File: src/pkg/timer_pkg.sv
package timer_pkg;
  localparam int          COUNT_W      = 16;
  localparam logic [15:0] RELOAD_RST   = 16'h0000;
  localparam logic [15:0] COUNT_ZERO   = 16'h0000;
  localparam int          SYNC_STAGES  = 2;
  // command_select values
  localparam logic        CMD_REG      = 1'b0;
  localparam logic        CMD_CTRL     = 1'b1;
  typedef enum logic [1:0] {
    BUS_IDLE  = 2'b00,
    BUS_WRITE = 2'b01,
    BUS_READ  = 2'b10
  } bus_op_t;
endpackage : timer_pkg

File: src/pkg/timer_cmd_if.sv
interface timer_cmd_if;
  logic        wr_reg;
  logic        rd_reg;
  logic        stop;
  logic        enable;
  logic [15:0] wdata;
  modport dec (output wr_reg, output rd_reg, output stop, output enable, output wdata);
  modport core (input wr_reg, input rd_reg, input stop, input enable, input wdata);
endinterface : timer_cmd_if

File: src/hw/reload_down_counter_timer.sv
// Contract
// - A 16-bit down counter on the clock divides it by one more than the count register value.
// - After power-up the counter stays disabled until the enable command.
// - A write command with command select 0 captures the data bus into the count register.
// - A read command with command select 0 drives the count register onto the data bus.
// - A write strobe with command select 1 resets and stops the counter and output line.
// - A read strobe with command select 1 enables the counter and drives its live value.
// - With select high all strobes and command select are ignored.
// - Once enabled the counter loads the count register and decrements each clock to zero.
// - At zero it reloads from the count register and keeps running.
// - A new count register value is taken only at the next reload.
// - Writing zero to the count register makes the counter stop at zero after the count.
// - The output line starts low and inverts each time the counter reaches zero.
// - The live count can be read while running and is held stable until the read ends.
module reload_down_counter_timer
  import timer_pkg::*;
(
  input  wire logic                       CLOCK,
  input  wire logic                       SYS_RST,
  input  wire logic                       SELECT_N,
  input  wire logic                       READ_STROBE_N,
  input  wire logic                       WRITE_STROBE_N,
  input  wire logic                       COMMAND_SELECT,
  input  wire logic [timer_pkg::COUNT_W-1:0] DATA_BUS_PINS_IN,
  output logic      [timer_pkg::COUNT_W-1:0] DATA_BUS_PINS_OUT,
  output logic                            DATA_BUS_PINS_OE_N,
  output logic                            TIMER_OUT
);
  import timer_pkg::*;

  typedef enum logic [1:0] {
    ST_IDLE = 2'b00,
    ST_LOAD = 2'b01,
    ST_RUN  = 2'b10,
    ST_PARK = 2'b11
  } run_state_t;

  function automatic logic is_zero(input logic [COUNT_W-1:0] value);
    return (value == COUNT_ZERO);
  endfunction : is_zero

  timer_cmd_if cmd ();

  timer_bus_decode u_dec (
    .clk     (CLOCK),
    .rst     (SYS_RST),
    .sel_n   (SELECT_N),
    .rd_n    (READ_STROBE_N),
    .wr_n    (WRITE_STROBE_N),
    .cmd_sel (COMMAND_SELECT),
    .din     (DATA_BUS_PINS_IN),
    .cmd     (cmd.dec)
  );

  // decoder strobes, one clock each except rd_cmd, which stays high for the whole read
  logic               wr_cmd;
  logic               rd_cmd;
  logic               stop_cmd;
  logic               enable_cmd;
  logic [COUNT_W-1:0] wdata;

  assign wr_cmd     = cmd.wr_reg;
  assign rd_cmd     = cmd.rd_reg;
  assign stop_cmd   = cmd.stop;
  assign enable_cmd = cmd.enable;
  assign wdata      = cmd.wdata;

  // counter and bus state
  run_state_t         state_ff;
  run_state_t         nxt_state;
  logic [COUNT_W-1:0] reload_value_ff;
  logic [COUNT_W-1:0] nxt_reload_value;
  logic [COUNT_W-1:0] count_ff;
  logic [COUNT_W-1:0] nxt_count;
  logic [COUNT_W-1:0] count_dec;
  logic               out_ff;
  logic               nxt_out;
  logic               toggle;
  logic [COUNT_W-1:0] rdata_ff;
  logic [COUNT_W-1:0] nxt_rdata;
  logic [COUNT_W-1:0] rdata_src;
  logic               rd_active_ff;
  logic               nxt_rd_active;

  // decoded run state
  logic               loading;
  logic               running;
  logic               parked;
  logic               count_zero;
  logic               reload_zero;
  logic               expire;
  logic               restart;
  logic               reload_now;
  logic               rd_start;

  assign loading     = (state_ff == ST_LOAD);
  assign running     = (state_ff == ST_RUN);
  assign parked      = (state_ff == ST_PARK);
  assign count_zero  = is_zero(count_ff);
  assign reload_zero = is_zero(reload_value_ff);
  // last one-shot count expires like any other
  assign expire      = running && count_zero;
  // parked counter wakes on a fresh nonzero count
  assign restart     = parked && !reload_zero;
  // count register sampled only here, so a write mid-count waits
  assign reload_now  = loading || expire || restart;
  assign rd_start    = rd_cmd && !rd_active_ff;
  assign count_dec   = count_ff - 16'h0001;

  assign nxt_reload_value = wr_cmd ? wdata : reload_value_ff;

  assign nxt_count = stop_cmd   ? COUNT_ZERO      :
                     reload_now ? reload_value_ff :
                     running    ? count_dec       :
                                  count_ff;

  // parked zeros hold the line, so the one-shot gives a single edge
  assign toggle  = expire;
  assign nxt_out = stop_cmd ? 1'b0    :
                   toggle   ? !out_ff :
                              out_ff;

  // enable reads the live count, a plain read the count register
  assign rdata_src = enable_cmd ? count_ff : reload_value_ff;
  // snapshot once at read start: pins stay still while the count moves
  assign nxt_rdata = rd_start ? rdata_src : rdata_ff;

  assign nxt_rd_active = rd_cmd;

  // run control
  always_comb begin
    nxt_state = state_ff;
    unique case (state_ff)
      ST_IDLE: begin
        if (enable_cmd) begin
          nxt_state = ST_LOAD;
        end else begin
          nxt_state = ST_IDLE;
        end
      end
      ST_LOAD: begin
        nxt_state = ST_RUN;
      end
      ST_RUN: begin
        if (expire && reload_zero) begin
          nxt_state = ST_PARK;
        end else begin
          nxt_state = ST_RUN;
        end
      end
      ST_PARK: begin
        if (restart) begin
          nxt_state = ST_RUN;
        end else begin
          nxt_state = ST_PARK;
        end
      end
    endcase
    if (stop_cmd) begin
      nxt_state = ST_IDLE;
    end
  end

  // run state
  always_ff @(posedge CLOCK or posedge SYS_RST) begin
    if (SYS_RST) begin
      state_ff <= ST_IDLE;
    end else begin
      state_ff <= nxt_state;
    end
  end

  // count register
  always_ff @(posedge CLOCK or posedge SYS_RST) begin
    if (SYS_RST) begin
      reload_value_ff <= RELOAD_RST;
    end else begin
      reload_value_ff <= nxt_reload_value;
    end
  end

  // down counter
  always_ff @(posedge CLOCK or posedge SYS_RST) begin
    if (SYS_RST) begin
      count_ff <= COUNT_ZERO;
    end else begin
      count_ff <= nxt_count;
    end
  end

  // output line
  always_ff @(posedge CLOCK or posedge SYS_RST) begin
    if (SYS_RST) begin
      out_ff <= 1'b0;
    end else begin
      out_ff <= nxt_out;
    end
  end

  // read snapshot
  always_ff @(posedge CLOCK or posedge SYS_RST) begin
    if (SYS_RST) begin
      rdata_ff <= COUNT_ZERO;
    end else begin
      rdata_ff <= nxt_rdata;
    end
  end

  // bus turn-round
  always_ff @(posedge CLOCK or posedge SYS_RST) begin
    if (SYS_RST) begin
      rd_active_ff <= 1'b0;
    end else begin
      rd_active_ff <= nxt_rd_active;
    end
  end

  // pins turn round two to three clocks after the strobes move
  assign DATA_BUS_PINS_OE_N = !rd_active_ff;
  assign DATA_BUS_PINS_OUT  = rdata_ff;
  assign TIMER_OUT          = out_ff;
endmodule : reload_down_counter_timer

File: src/hw/timer_bus_decode.sv
module timer_bus_decode
  import timer_pkg::*;
(
  input  wire logic        clk,
  input  wire logic        rst,
  input  wire logic        sel_n,
  input  wire logic        rd_n,
  input  wire logic        wr_n,
  input  wire logic        cmd_sel,
  input  wire logic [15:0] din,
  timer_cmd_if.dec         cmd
);
  logic [1:0]  sel_sync_ff, rd_sync_ff, wr_sync_ff, cs_sync_ff;
  logic [15:0] din_a_ff, din_b_ff;
  bus_op_t     op_ff;
  wire         sel_s = sel_sync_ff[1];
  wire         rd_s  = rd_sync_ff[1];
  wire         wr_s  = wr_sync_ff[1];
  wire         cs_s  = cs_sync_ff[1];
  // only selected cycles decode; deselected strobes are ignored
  wire         is_wr = !sel_s && rd_s && !wr_s;
  wire         is_rd = !sel_s && !rd_s && wr_s;
  bus_op_t     nxt_op;
  assign nxt_op = is_wr ? BUS_WRITE : (is_rd ? BUS_READ : BUS_IDLE);
  // write, stop and enable act once, on entry into an operation
  wire         new_op = (nxt_op != op_ff);
  assign cmd.wr_reg = new_op && is_wr && cs_s == CMD_REG;
  assign cmd.stop   = new_op && is_wr && cs_s == CMD_CTRL;
  assign cmd.enable = new_op && is_rd && cs_s == CMD_CTRL;
  assign cmd.rd_reg = is_rd;
  assign cmd.wdata  = din_b_ff;
  always_ff @(posedge clk or posedge rst) begin
    if (rst) begin
      sel_sync_ff <= 2'h3;
      rd_sync_ff  <= 2'h3;
      wr_sync_ff  <= 2'h3;
      cs_sync_ff  <= 2'h0;
      din_a_ff    <= 16'h0000;
      din_b_ff    <= 16'h0000;
      op_ff       <= BUS_IDLE;
    end else begin
      sel_sync_ff <= {sel_sync_ff[0], sel_n};
      rd_sync_ff  <= {rd_sync_ff[0], rd_n};
      wr_sync_ff  <= {wr_sync_ff[0], wr_n};
      cs_sync_ff  <= {cs_sync_ff[0], cmd_sel};
      din_a_ff    <= din;
      din_b_ff    <= din_a_ff;
      op_ff       <= nxt_op;
    end
  end
endmodule : timer_bus_decode

File: config.mk
export PLATFORM = sky130hd
export DESIGN_NAME = reload_down_counter_timer
export DESIGN_NICKNAME = d
export VERILOG_FILES = /design/src/pkg/timer_pkg.sv /design/src/pkg/timer_cmd_if.sv /design/src/hw/reload_down_counter_timer.sv /design/src/hw/timer_bus_decode.sv
export SDC_FILE = /design/constraint.sdc
export NUM_CORES = 1
export LEC_CHECK = 0
export ABC_AREA = 1
export BUFFER_PORTS_ARGS = -buffer_cell sky130_fd_sc_hd__buf_2
export CORE_UTILIZATION = 60
export DETAILED_ROUTE_END_ITERATION = 7
export PLACE_DENSITY_LB_ADDON = 0.15
export SLEW_MARGIN = 20
export SYNTH_ARGS = -nofsm -noshare
export SYNTH_HDL_FRONTEND = slang
export SYNTH_SLANG_ARGS = --single-unit
File: constraint.sdc
create_clock -name CLOCK -period 7.1 [get_ports CLOCK]
set_clock_uncertainty 0.1 [all_clocks]
set_input_delay 0.355 -clock CLOCK [delete_from_list [all_inputs] [get_ports CLOCK]]
set_output_delay 0.355 -clock CLOCK [all_outputs]
set_load 0.01 [all_outputs]
* After elaboration in Yosys (flattened, before gate mapping) *
Cells that the tools add are included.

storage, ports and cells
  bits in registers = 94
  input port bits = 22
  word-level logic and storage cells = 58

operators by class
  add/sub/neg operators = 1
  eq/ne operators = 4
  muxes and demuxes = 13
  bitwise gates (word level) = 1
  reduce and logical (&&, ||, !) cells = 26

operators by type and width
  kind                                                 count
  2-to-1 mux 16 bit                                    4
  logical NOT 16 bit                                   2
  subtractor 16 x 1 -> 16 bit, second input constant   1
  logical AND 1 bit                                    13
  case mux 2 bit (4 select lines)                      1
  logical NOT 1 bit                                    6
  2-to-1 mux 2 bit                                     3
  2-to-1 mux 1 bit                                     5
  equality test 2 bit, second input constant           2
  nonzero test 3 bit                                   1
  equality test 2 x 1 -> 1 bit, second input constant  1
  logical NOT 2 bit                                    1
  logical OR 1 bit                                     2
  != test 2 bit                                        1
  nonzero test 2 bit                                   1
  inverter 1 bit                                       1

* Logic depth before layout (Yosys ltp) *
Gate-level depths: netlist of run 1.

  depth in word-level cells = 11
  depth in mapped cells = 12

* Cells and area by module *
A second synthesis of run 1 with hierarchy kept.

second synthesis, totals
  cell total of the unflattened synthesis = 459
  area total of the unflattened synthesis = 4030.1 µm²

by module, submodules not included
  module                     instances  cells each  area an instance (µm²)  seq. area each (µm²)
  reload_down_counter_timer  1          402         2895.3                  1301.2
  timer_bus_decode           1          57          1134.8                  1058.5

* Least setup slack after synthesis of run 1 *
No wires, ideal clock.

  kind = reg-to-reg
  from = reg count_ff[0]
  to = reg count_ff[6]
  arrival time = 1.521 ns
  setup slack = 5.362 ns
  cell stages (with the launch flop) = 11
  path buffers = 1
  period minus slack after synthesis = 1.738 ns
  cell sequence = dfrtp_1 -> inv_1 -> ha_1 -> nand2_1 -> nor2_1 -> nand4_4 -> nand2_4 -> inv_4 -> buf_6 -> nand3_1 -> nand2_1

on the way
  longest elaborated chain between the ends = 6
  elaborated cells between the ends (all ways) = 9
  classes of those cells = add/sub: 1; mux: 3; reduce/logical: 5

RTL lines
  what                                                                 RTL line                          RTL
  start: declaration                                                   reload_down_counter_timer.sv:73   logic [COUNT_W-1:0] count_ff;
  start signal: assignment                                             reload_down_counter_timer.sv:187  count_ff <= nxt_count;
  branches (longest 6 deep; another with subtractor 16 x 1 -> 16 bit)  -

Parallel ways; which one is timed is not known. The select of a mux whose other input is x is not followed.
A chain may end at the register's enable or synchronous reset.

* Worst setup path after layout of run 1 *
  from = reg count_ff[0]
  to = reg count_ff[2]

Same word-level chain as after synthesis.

==> impl_metrics.ini, run 1 <==
[placement]
gp_congestion = 0.8970
portBuffers = 39
placed_area_sq_um = 4350
dp_hpwl_um = 5665

[final_layout]
areaGrowthSynthToFinish_pct = 15.06
drive_gt1_share_pct = 17.14
final_area_sq_um = 4770
num-nets-final = 544
n_antenna_cell = 0
fin_util_pct = 73.43
final_cell_mix = nand2_1 (154), dfrtp_1 (88), nor2_1 (53), nand3_1 (44), buf_2 (39)
final_common_cell = nand2_1

[sta]
post-route-period-util_pct = 30.43
slew_headroom_pct = 46.62
setup_tns_ps = 0
rsz0062_at_grt = false
slew_violations = 0
setup-violations-final = 0
clock.fmax_mhz = 462.8
worstMarginPinSlew_ps = 800.8
fin_crit_ps = 2161
hold_violations = 0

[grt]
gr-usage-met3_pct = 4.669
met1_usage_pct = 35.09
grt_pass1_wl_um = 15240
gr-total-overflow = 0
track_usage_pct = 27.57
grtUsageMet2_pct = 46.11
antenna_found_initial = 0
grt_pass1_vias = 3284
top_usage_layer = met2
grt_max_degree = 95

[critical_path]
rr_endpoint = count_ff[2]$_DFFE_PP0P_
r2r_start = count_ff[0]$_DFFE_PP0P_
path_max_fanout = 18
critPathArrivalTime_ps = 2330
end_kind = register
ff2ff_path_depth = 9
r2r_slack_ps = 4940
worst_ep_required_time_ps = 7270
criticalPathCategory = register to register
crit_path_start_kind = register

[detailed_routing]
finalWirelength_um = 8913
drt_pass1_iterations = 5
wire_per_inst_um = 14.81
viasPerCell = 5.527
ant_nets = 0
drc_errors = 0
vias = 3327
drtIter0Drc = 256

[clock_network]
cts_root_buffer = clkbuf_8
cts.htree.levels = 3
cts_inserted_buffers = 9
clk_latency_ps = 370
cts.clk_slew.worst_paths_ps = 100
post_cts_resized = 0
clockBufferDepth = 2
cts_setup_buffers = 0
cts_tree = yes
cts_sinks = 94

[die]
dieArea_sq_um = 7245
ios = 40
fp-row-count = 29
initial_core_util_pct = 63.82
die_x_um = 85.12
core_area_sq_um = 6495
die-height_um = 85.12

[power]
peakVddDrop_v = 0.0002230
powerDensity_nw_per_um2 = 347.1
p_leak_nw = 2.479

[synth]
synth_nets = 484
yosysSeqAreaShare_pct = 56.93
ys_ff_latch = 94
yosysWarnings = 0
ys_types = 29
synth_area_sq_um = 4145
synth.avg_cell_area_sq_um = 9.011
synthCells = 460

[run_status]
status = finished clean

[worst_hold_path]
hold_class = input port to async pin

[job]
max_cap_violations = 0
[cell families after synthesis]
group / count (synthesis) / synth area share [%]
flip-flops: 94 / 56.93
AO/OA/AOI/OAI: 35 / 4.226
XOR/XNOR: 7 / 1.479
buffers and inverters: 40 / 5.161
AND/OR/NAND/NOR: 282 / 31.60
adder cells (fa/ha/maj): 2 / 0.6036
[timing repair]
item / in CTS / in global routing
endpoints found under the setup margin: 0 / 0
endpoints found under the hold margin: 20 / 0
hold buffers: 20 / 0
[stage by stage]
step	hold WS, ps	power, W	std cells	worst slack, ps
floorplan	231.2	0.001139	460	4206
global placement	231.0	0.001249	566	5103
detailed placement	234.7	0.001272	566	4999
CTS	249.1	0.001655	602	4985
global route	202.7	0.001770	602	4799
finish	123.7	0.001656	602	4939
[state kept, by name, indices dropped and copies added (netlist names)]
| register | cells |
|---|---|
| u_dec.cmd.wdata | 16 |
| reload_value_ff | 16 |
| DATA_BUS_PINS_OUT | 16 |
| u_dec.rd_sync_ff | 2 |
| state_ff | 2 |
| u_dec.wr_sync_ff | 2 |
| TIMER_OUT | 1 |
| u_dec.din_a_ff | 16 |
| u_dec.op_ff | 2 |
| u_dec.sel_sync_ff | 2 |
| rd_active_ff | 1 |
| count_ff | 16 |
| u_dec.cs_sync_ff | 2 |
[cell type report]
class / count / area [sq um]
flip-flops and latches: 94 / 2360
inverters: 27 / 105.1
repair buffers: 62 / 421.7
well taps: 77 / 96.34
fillers: 454 / 1725
clock inverters: 7 / 91.34
multi-input cells: 326 / 1572
clock buffers: 9 / 123.9
[Yosys cell counts]
cell      number  area, sq um
a21oi_1        3        15.01
buf_2          4        20.02
buf_6          2        22.52
buf_8          1        15.01
clkbuf_1       3        11.26
clkbuf_8       3        41.29
dfrtp_1       88         2202
dfstp_2        6        157.7
ha_1           2        25.02
inv_1         23        86.33
inv_2          3        11.26
inv_4          1        6.260
nand2_1      154        578.1
nand2_2        2        12.51
nand2_4        3        33.78
nand3_1       44        220.2
nand3_2        8        80.08
nand3_4        1        17.52
nand3b_1       8        60.06
nand4_1        2        12.51
nand4_4        1        21.27
nor2_1        53        198.9
nor2_2         2        12.51
nor2_4         2        22.52
nor2_8         2        40.04
o21ai_0       25        125.1
o21ai_1        7        35.03
xnor2_1        1        8.760
xor2_1         6        52.55
[power by group]
part | internal, W | switching, W | leakage [nW] | total, W
logic | 0.000204 | 0.000328 | 1.21 | 0.000532
registers | 0.000636 | 0.000113 | 1.16 | 0.000750
clock network | 0.000172 | 0.000203 | 0.110 | 0.000374
[how the worst max path moves through the flow]
stage	to	depth (start not counted)	startpoint
6_report	count_ff[2]$_DFFE_PP0P_	9	count_ff[0]$_DFFE_PP0P_
5_1_grt	count_ff[2]$_DFFE_PP0P_	9	count_ff[0]$_DFFE_PP0P_
4_1_cts	count_ff[2]$_DFFE_PP0P_	9	count_ff[0]$_DFFE_PP0P_
3_5_place_dp	count_ff[2]$_DFFE_PP0P_	9	count_ff[0]$_DFFE_PP0P_
3_3_place_gp	count_ff[0]$_DFFE_PP0P_	9	count_ff[0]$_DFFE_PP0P_
2_1_floorplan	DATA_BUS_PINS_OUT[0]$_DFFE_PP0P_	1	SYS_RST
[metal layers]
layer	share of wire, %	vias up
li1	-	1580
met1	42	1601
met2	49	118
met3	5.5	28
met4	3.2	0
met5	0	-
[worst max-delay path, stage by stage, from the launching register on]
cell     delay (ps)
dfrtp_1         440
inv_1           120
ha_1            150
nand2_1          50
nor2_1          210
nand4_4         310
nand2_4         310
inv_4           150
nand3_1         140
nand2_1          60
Power figures use the tool's default switching activity.
==> inputs of run 2 (changes only) <==
--- a/config.mk
+++ b/config.mk
@@ -5,9 +5,9 @@
 export SDC_FILE = /design/constraint.sdc
 export NUM_CORES = 1
 export LEC_CHECK = 0
-export ABC_AREA = 1
+export ABC_AREA = 0
 export BUFFER_PORTS_ARGS = -buffer_cell sky130_fd_sc_hd__buf_2
-export CORE_UTILIZATION = 60
+export CORE_UTILIZATION = 58
 export DETAILED_ROUTE_END_ITERATION = 7
 export PLACE_DENSITY_LB_ADDON = 0.15
 export SLEW_MARGIN = 20
==> constraint.sdc (replaced) <==
create_clock -name CLOCK -period 2.3 [get_ports CLOCK]
set_clock_uncertainty 0.1 [all_clocks]
set_input_delay 0.115 -clock CLOCK [delete_from_list [all_inputs] [get_ports CLOCK]]
set_output_delay 0.115 -clock CLOCK [all_outputs]
set_load 0.01 [all_outputs]
==> impl_metrics.ini, run 2 <==
[placement]
gp_congestion = 0.9223
portBuffers = 39
dp_hpwl_um = 6032
dp_cells = 477

[worst_hold_path]
hold_class = register to register

[synth]
synth_largest_area_cell = dfrtp_1
synthCells = 348
yosysWarnings = 0
yosysTopAreaCellShare_pct = 54.71
yosysSeqAreaShare_pct = 58.63
ys_types = 56
ys.flop_type = dfrtp_1
ys_ff_latch = 94
synth_nets = 372
yosysMostFrequentCell = dfrtp_1
synth_edf_count = 0
synthTopCellsByArea = dfrtp_1 (55%), mux2_1 (4.5%), mux2i_1 (4.0%)
synth.avg_cell_area_sq_um = 11.57
synth_area_sq_um = 4025
ys_async_sr_fraction_pct = 100.0
ys_top_cells_by_count = dfrtp_1 (88), nor2_1 (32), a21oi_1 (21)

[sta]
clock.fmax_mhz = 445.0
hold_violations = 0
post-route-period-util_pct = 97.70
setup-violations-final = 0
slew_violations = 0
whs_ps = 251.0
worstMarginPinSlew_ps = 802.5
slew_headroom_pct = 46.50
fin_crit_ps = 2247
setup_tns_ps = 0

[critical_path]
end_kind = register
critPathSlowestCell = or4_4
crit_path_start_kind = register
critPathArrivalTime_ps = 2430
cpPeakStageDelay_ps = 570
path_cells = or4_4 -> or3_4 -> or4_2 -> o211ai_1
worst_ep_required_time_ps = 2480
path_max_fanout = 5
criticalPathCategory = register to register

[detailed_routing]
drtIter0Drc = 351
drt_pass1_iterations = 6
drc_errors = 0
viasPerCell = 6.147
wl_met3_um = 652
wl_met2_um = 4601
dr.max_layer_used = met4
finalWirelength_um = 9523
wire_per_inst_um = 18.46
vias = 3172
ant_nets = 0
wl_met1_um = 4046

[final_layout]
num-nets-final = 458
nFillCells = 426
final_cell_count_no_fill = 516
areaGrowthSynthToFinish_pct = 24.09
n_antenna_cell = 0
final_common_cell = dfrtp_1
final_cell_mix = dfrtp_1 (88), buf_2 (39), buf_4 (34), nor2_1 (31)
drive_gt1_share_pct = 28.02
fin_util_pct = 76.48

[die]
die-height_um = 85.31
core_area_sq_um = 6531
fp-row-count = 29
initial_core_util_pct = 61.63
ios = 40
die_x_um = 85.31
dieArea_sq_um = 7277

[clock_network]
clockBufferDepth = 2
cts_root_buffer = clkbuf_8
cts_sinks = 94
cts.clk_slew.worst_paths_ps = 100
clk_latency_ps = 360
cts_inserted_buffers = 9
cts.htree.levels = 3
cts_tree = yes

[grt]
gr-total-overflow = 0
grt_max_degree = 95
antenna_found_initial = 0
track_usage_pct = 28.25
grt_pass1_wl_um = 15320
grt_pass1_vias = 3169

[power]
finalPower_w = 0.004216
powerDensity_nw_per_um2 = 844.1
p_leak_nw = 2.207
peakVddDrop_v = 0.0006735

[job]
max_cap_violations = 0

[run_status]
status = finished clean
-- run 2: cell types whose count changed after synthesis, moves of 8 or more --
cell,previous run,this run
o211ai_1,0,20
a21oi_1,3,21
mux2i_1,0,16
nand2_1,154,16
nand3_1,44,4
inv_1,23,9
nand3_2,8,0
o21ai_0,25,4
clkbuf_1,3,17
nor2_1,53,32
nand4_1,2,13
mux2_1,0,16
nand3b_1,8,0
-- run 2: logic make-up (layout without fill, tap and decap cells) --
logic type	Yosys count	in the layout	synth area share, %
and+or+nand+nor	106	106	14.55
DFF	94	94	58.63
AOI/OAI and AO/OA	75	75	13.02
buffers and inverters	36	127	4.072
muxes	32	32	8.455
xor gates and xnor gates	3	3	0.6529
adders and majority gates	2	2	0.6216
-- run 2: metal layers --
layer / up-vias / GRT usage, %
li1: 1451 / -
met1: 1561 / 36.95
met5: - / 0
met2: 134 / 45.60
met3: 26 / 6.712
met4: 0 / 12.12
-- run 2: per-stage QoR --
step	setup WS (ps)	instance area [sq um]
2_1_floorplan	9.678	4031
3_3_place_gp	78.41	4527
3_5_place_dp	-28.01	4527
4_1_cts	8.983	4931
5_1_grt	-11.27	4995
6_report	52.96	4995
-- run 2: worst max-delay path, delay by kind of cell, from the launching register on --
family / cells / cell delay (ps)
AND/OR/NAND/NOR: 3 / 1560
flip-flops: 1 / 390
AO/OA/AOI/OAI: 1 / 110
-- run 2: path summary, 6_finish.rpt --
kind / start / endpoint / slack (ps) / depth (start not counted)
max reg2reg: count_ff[4]$_DFFE_PP0P_ / count_ff[11]$_DFFE_PP0P_ / 50 / 4
min reg2reg: u_dec.din_a_ff[6]$_DFF_PP0_ / u_dec.cmd.wdata[6]$_DFF_PP0_ / 250 / 0
max in group asynchronous: SYS_RST / u_dec.din_a_ff[6]$_DFF_PP0_ / 1390 / 4
max: count_ff[4]$_DFFE_PP0P_ / count_ff[11]$_DFFE_PP0P_ / 50 / 4
min in group asynchronous: SYS_RST / u_dec.cmd.wdata[11]$_DFF_PP0_ / 340 / 4
min: u_dec.din_a_ff[6]$_DFF_PP0_ / u_dec.cmd.wdata[6]$_DFF_PP0_ / 250 / 0
-- run 2: timing repair --
item,in CTS,in global routing
hold buffers,21,0
endpoints found under the hold margin,108,0
endpoints found under the setup margin,11,14
resized for setup,0,13
buffers inserted,1,1
pin swaps,1,1
-- run 2: report_power, final --
part	internal [W]	switching, W	leakage (nW)	total (W)
combinational	0.000506	0.000548	1.01	0.00105
clock	0.000418	0.000624	0.0980	0.00104
sequential	0.00190	0.000217	1.10	0.00212
total	0.00283	0.00139	2.21	0.00422
-- run 2: cell type report --
| type | instances | area, sq um | area share, % |
|---|---|---|---|
| clock buffers | 9 | 123.9 | 2.480 |
| clock inverters | 7 | 62.56 | 1.253 |
| inverters | 10 | 41.29 | 0.8267 |
| multi-input cells | 218 | 1545 | 30.94 |
| flip-flops and latches | 94 | 2360 | 47.24 |
| well taps | 77 | 96.34 | 1.929 |
| repair buffers | 101 | 765.7 | 15.33 |
==> inputs of run 3 (changes only) <==
--- a/config.mk
+++ b/config.mk
@@ -6,8 +6,9 @@
 export NUM_CORES = 1
 export LEC_CHECK = 0
 export ABC_AREA = 0
-export BUFFER_PORTS_ARGS = -buffer_cell sky130_fd_sc_hd__buf_2
-export CORE_UTILIZATION = 58
+export BUFFER_PORTS_ARGS = -buffer_cell sky130_fd_sc_hd__buf_4
+export CAP_MARGIN = 20
+export CORE_UTILIZATION = 54
 export DETAILED_ROUTE_END_ITERATION = 7
 export PLACE_DENSITY_LB_ADDON = 0.15
 export SLEW_MARGIN = 20
==> impl_metrics.ini, run 3 (synthesis results as in run 2) <==
[detailed_routing]
ant_nets = 0
wire_per_inst_um = 16.10
viasPerCell = 5.697
drtIter0Drc = 343
drc_errors = 2
finalWirelength_um = 8726
vias = 3088
drt_pass1_iterations = 7

[placement]
dp_cells = 502
dp_hpwl_um = 5939
portBuffers = 39
gp_congestion = 0.9132

[worst_hold_path]
hold_class = input port to async pin

[sta]
fin_crit_ps = 2253
worstMarginPinSlew_ps = 537.3
setup_tns_ps = 0
post-route-period-util_pct = 97.94
slew_violations = 0
clock.fmax_mhz = 443.9
hold_violations = 0
setup-violations-final = 0
slew_headroom_pct = 63.67
rsz0062_at_grt = true

[die]
fp-row-count = 31
initial_core_util_pct = 55.79
die-height_um = 88.34
die_x_um = 88.34
core_area_sq_um = 7214
ios = 40
dieArea_sq_um = 7803

[critical_path]
crit_path_start_kind = register
path_cells = inv_2 -> ha_4 -> or3b_4 -> nor4_4 -> nand2_1 -> buf_6 -> a31oi_1 -> o211ai_1
path_max_fanout = 4
r2r_start = count_ff[0]$_DFFE_PP0P_
criticalPathCategory = register to register
worst_ep_required_time_ps = 2440
end_kind = register
cpPeakStageDelay_ps = 430
rr_endpoint = count_ff[10]$_DFFE_PP0P_
r2r_slack_ps = 50
ff2ff_path_depth = 8
cp_num_buf_inv = 2
critPathSlowestCell = dfrtp_1
critPathArrivalTime_ps = 2390
crit_family = simple AND/OR/NAND/NOR gates

[power]
p_leak_nw = 2.261
peakVddDrop_v = 0.0005680
switching_share_pct = 32.16
p_seq_share_pct = 50.0
p_sw_w = 0.001373
clockPowerShare_pct = 24.1
powerDensity_nw_per_um2 = 828.9
finalPower_w = 0.004268
p_comb_share_pct = 25.8
intPower_w = 0.002895

[final_layout]
final_cell_count_no_fill = 542
num-nets-final = 462
drive_gt1_share_pct = 28.22
final_cell_mix = dfrtp_1 (88), buf_4 (76), nor2_1 (31), a21oi_1 (21), dlygate4sd3_1 (21)
areaGrowthSynthToFinish_pct = 27.91
final_common_cell = dfrtp_1
n_antenna_cell = 0
nFillCells = 545

[grt]
antenna_found_initial = 0
track_usage_pct = 24.45
gr-total-overflow = 0
grt_pass1_wl_um = 14150
grt_pass1_vias = 2899
grt_max_degree = 60

[job]
max_cap_violations = 0

[clock_network]
cts_inserted_buffers = 9
cts_sinks = 94
cts_root_buffer = clkbuf_8
clockBufferDepth = 2
clk_latency_ps = 360
cts.clk_slew.worst_paths_ps = 100
cts.htree.levels = 3
cts_tree = yes

[run_status]
violations = design-rule violations
status = complete, but fails checks
run 3: how the worst max path moves through the flow:
stage                            start                        to  slack (ps)  cells past startpoint
2_1_floorplan  count_ff[8]$_DFFE_PP0P_  count_ff[11]$_DFFE_PP0P_          10                      6
3_3_place_gp   count_ff[4]$_DFFE_PP0P_  count_ff[11]$_DFFE_PP0P_          60                      4
3_5_place_dp   count_ff[1]$_DFFE_PP0P_   count_ff[5]$_DFFE_PP0P_          30                      8
4_1_cts        count_ff[4]$_DFFE_PP0P_  count_ff[11]$_DFFE_PP0P_          10                      4
5_1_grt        count_ff[0]$_DFFE_PP0P_  count_ff[13]$_DFFE_PP0P_         -30                      5
6_report       count_ff[0]$_DFFE_PP0P_  count_ff[10]$_DFFE_PP0P_          50                      8
run 3: what timing repair did:
item                                    in CTS  in global routing
hold buffers                                21                  0
setup buffers                                0                  3
resized for setup                            0                 12
pin swaps                                    1                  5
endpoints found under the setup margin       2                 14
hold endpoints to repair                   109                  0
run 3: per-layer routing:
layer  GRT usage [%]  routed length, um  vias up
li1                -                  -     1461
met1           33.17               3669     1485
met2           38.60               4156      117
met3           5.970                676       25
met4           8.798                223        0
met5               0                  0        -
run 3: worst reg2reg max path, cell delays in order, from the launching register on:
cell	delay [ps]
dfrtp_1	430
inv_2	100
ha_4	120
or3b_4	370
nor4_4	380
nand2_1	160
buf_6	170
a31oi_1	170
o211ai_1	120
run 3: area by class of cell:
type / count / area [sq um] / area share [%]
Multi-Input combinational cell: 218 / 1531 / 29.74
Timing Repair Buffer: 105 / 905.9 / 17.59
Clock buffer: 9 / 123.9 / 2.406
Inverter: 10 / 41.29 / 0.8019
Tap cell: 99 / 123.9 / 2.406
Clock inverter: 7 / 62.56 / 1.215
Sequential cell: 94 / 2360 / 45.83
run 3: power by group through the flow:
stage	Sequential (W)	Combinational [W]	Clock, W
final	0.00213	0.00110	0.00103
after global routing	0.00217	0.00121	0.00113
after CTS	0.00212	0.00105	0.00107
after detailed placement	0.00215	0.00102	0
after global placement	0.00214	0.000992	0
after floorplan	0.00213	0.000527	0
run 3: stage by stage:
step                      hold WS [ps]  utilization, %  worst slack (ps)  instance area (sq um)
after global routing             166.4           71.37            -28.31                   5149
after CTS                        150.8           70.46             11.44                   5084
final                            166.3           71.37             47.35                   5149
after global placement          -1.550           64.97             63.33                   4687
after floorplan                  19.48               -             9.678                   4031
after detailed placement         2.240           64.97             25.32                   4687
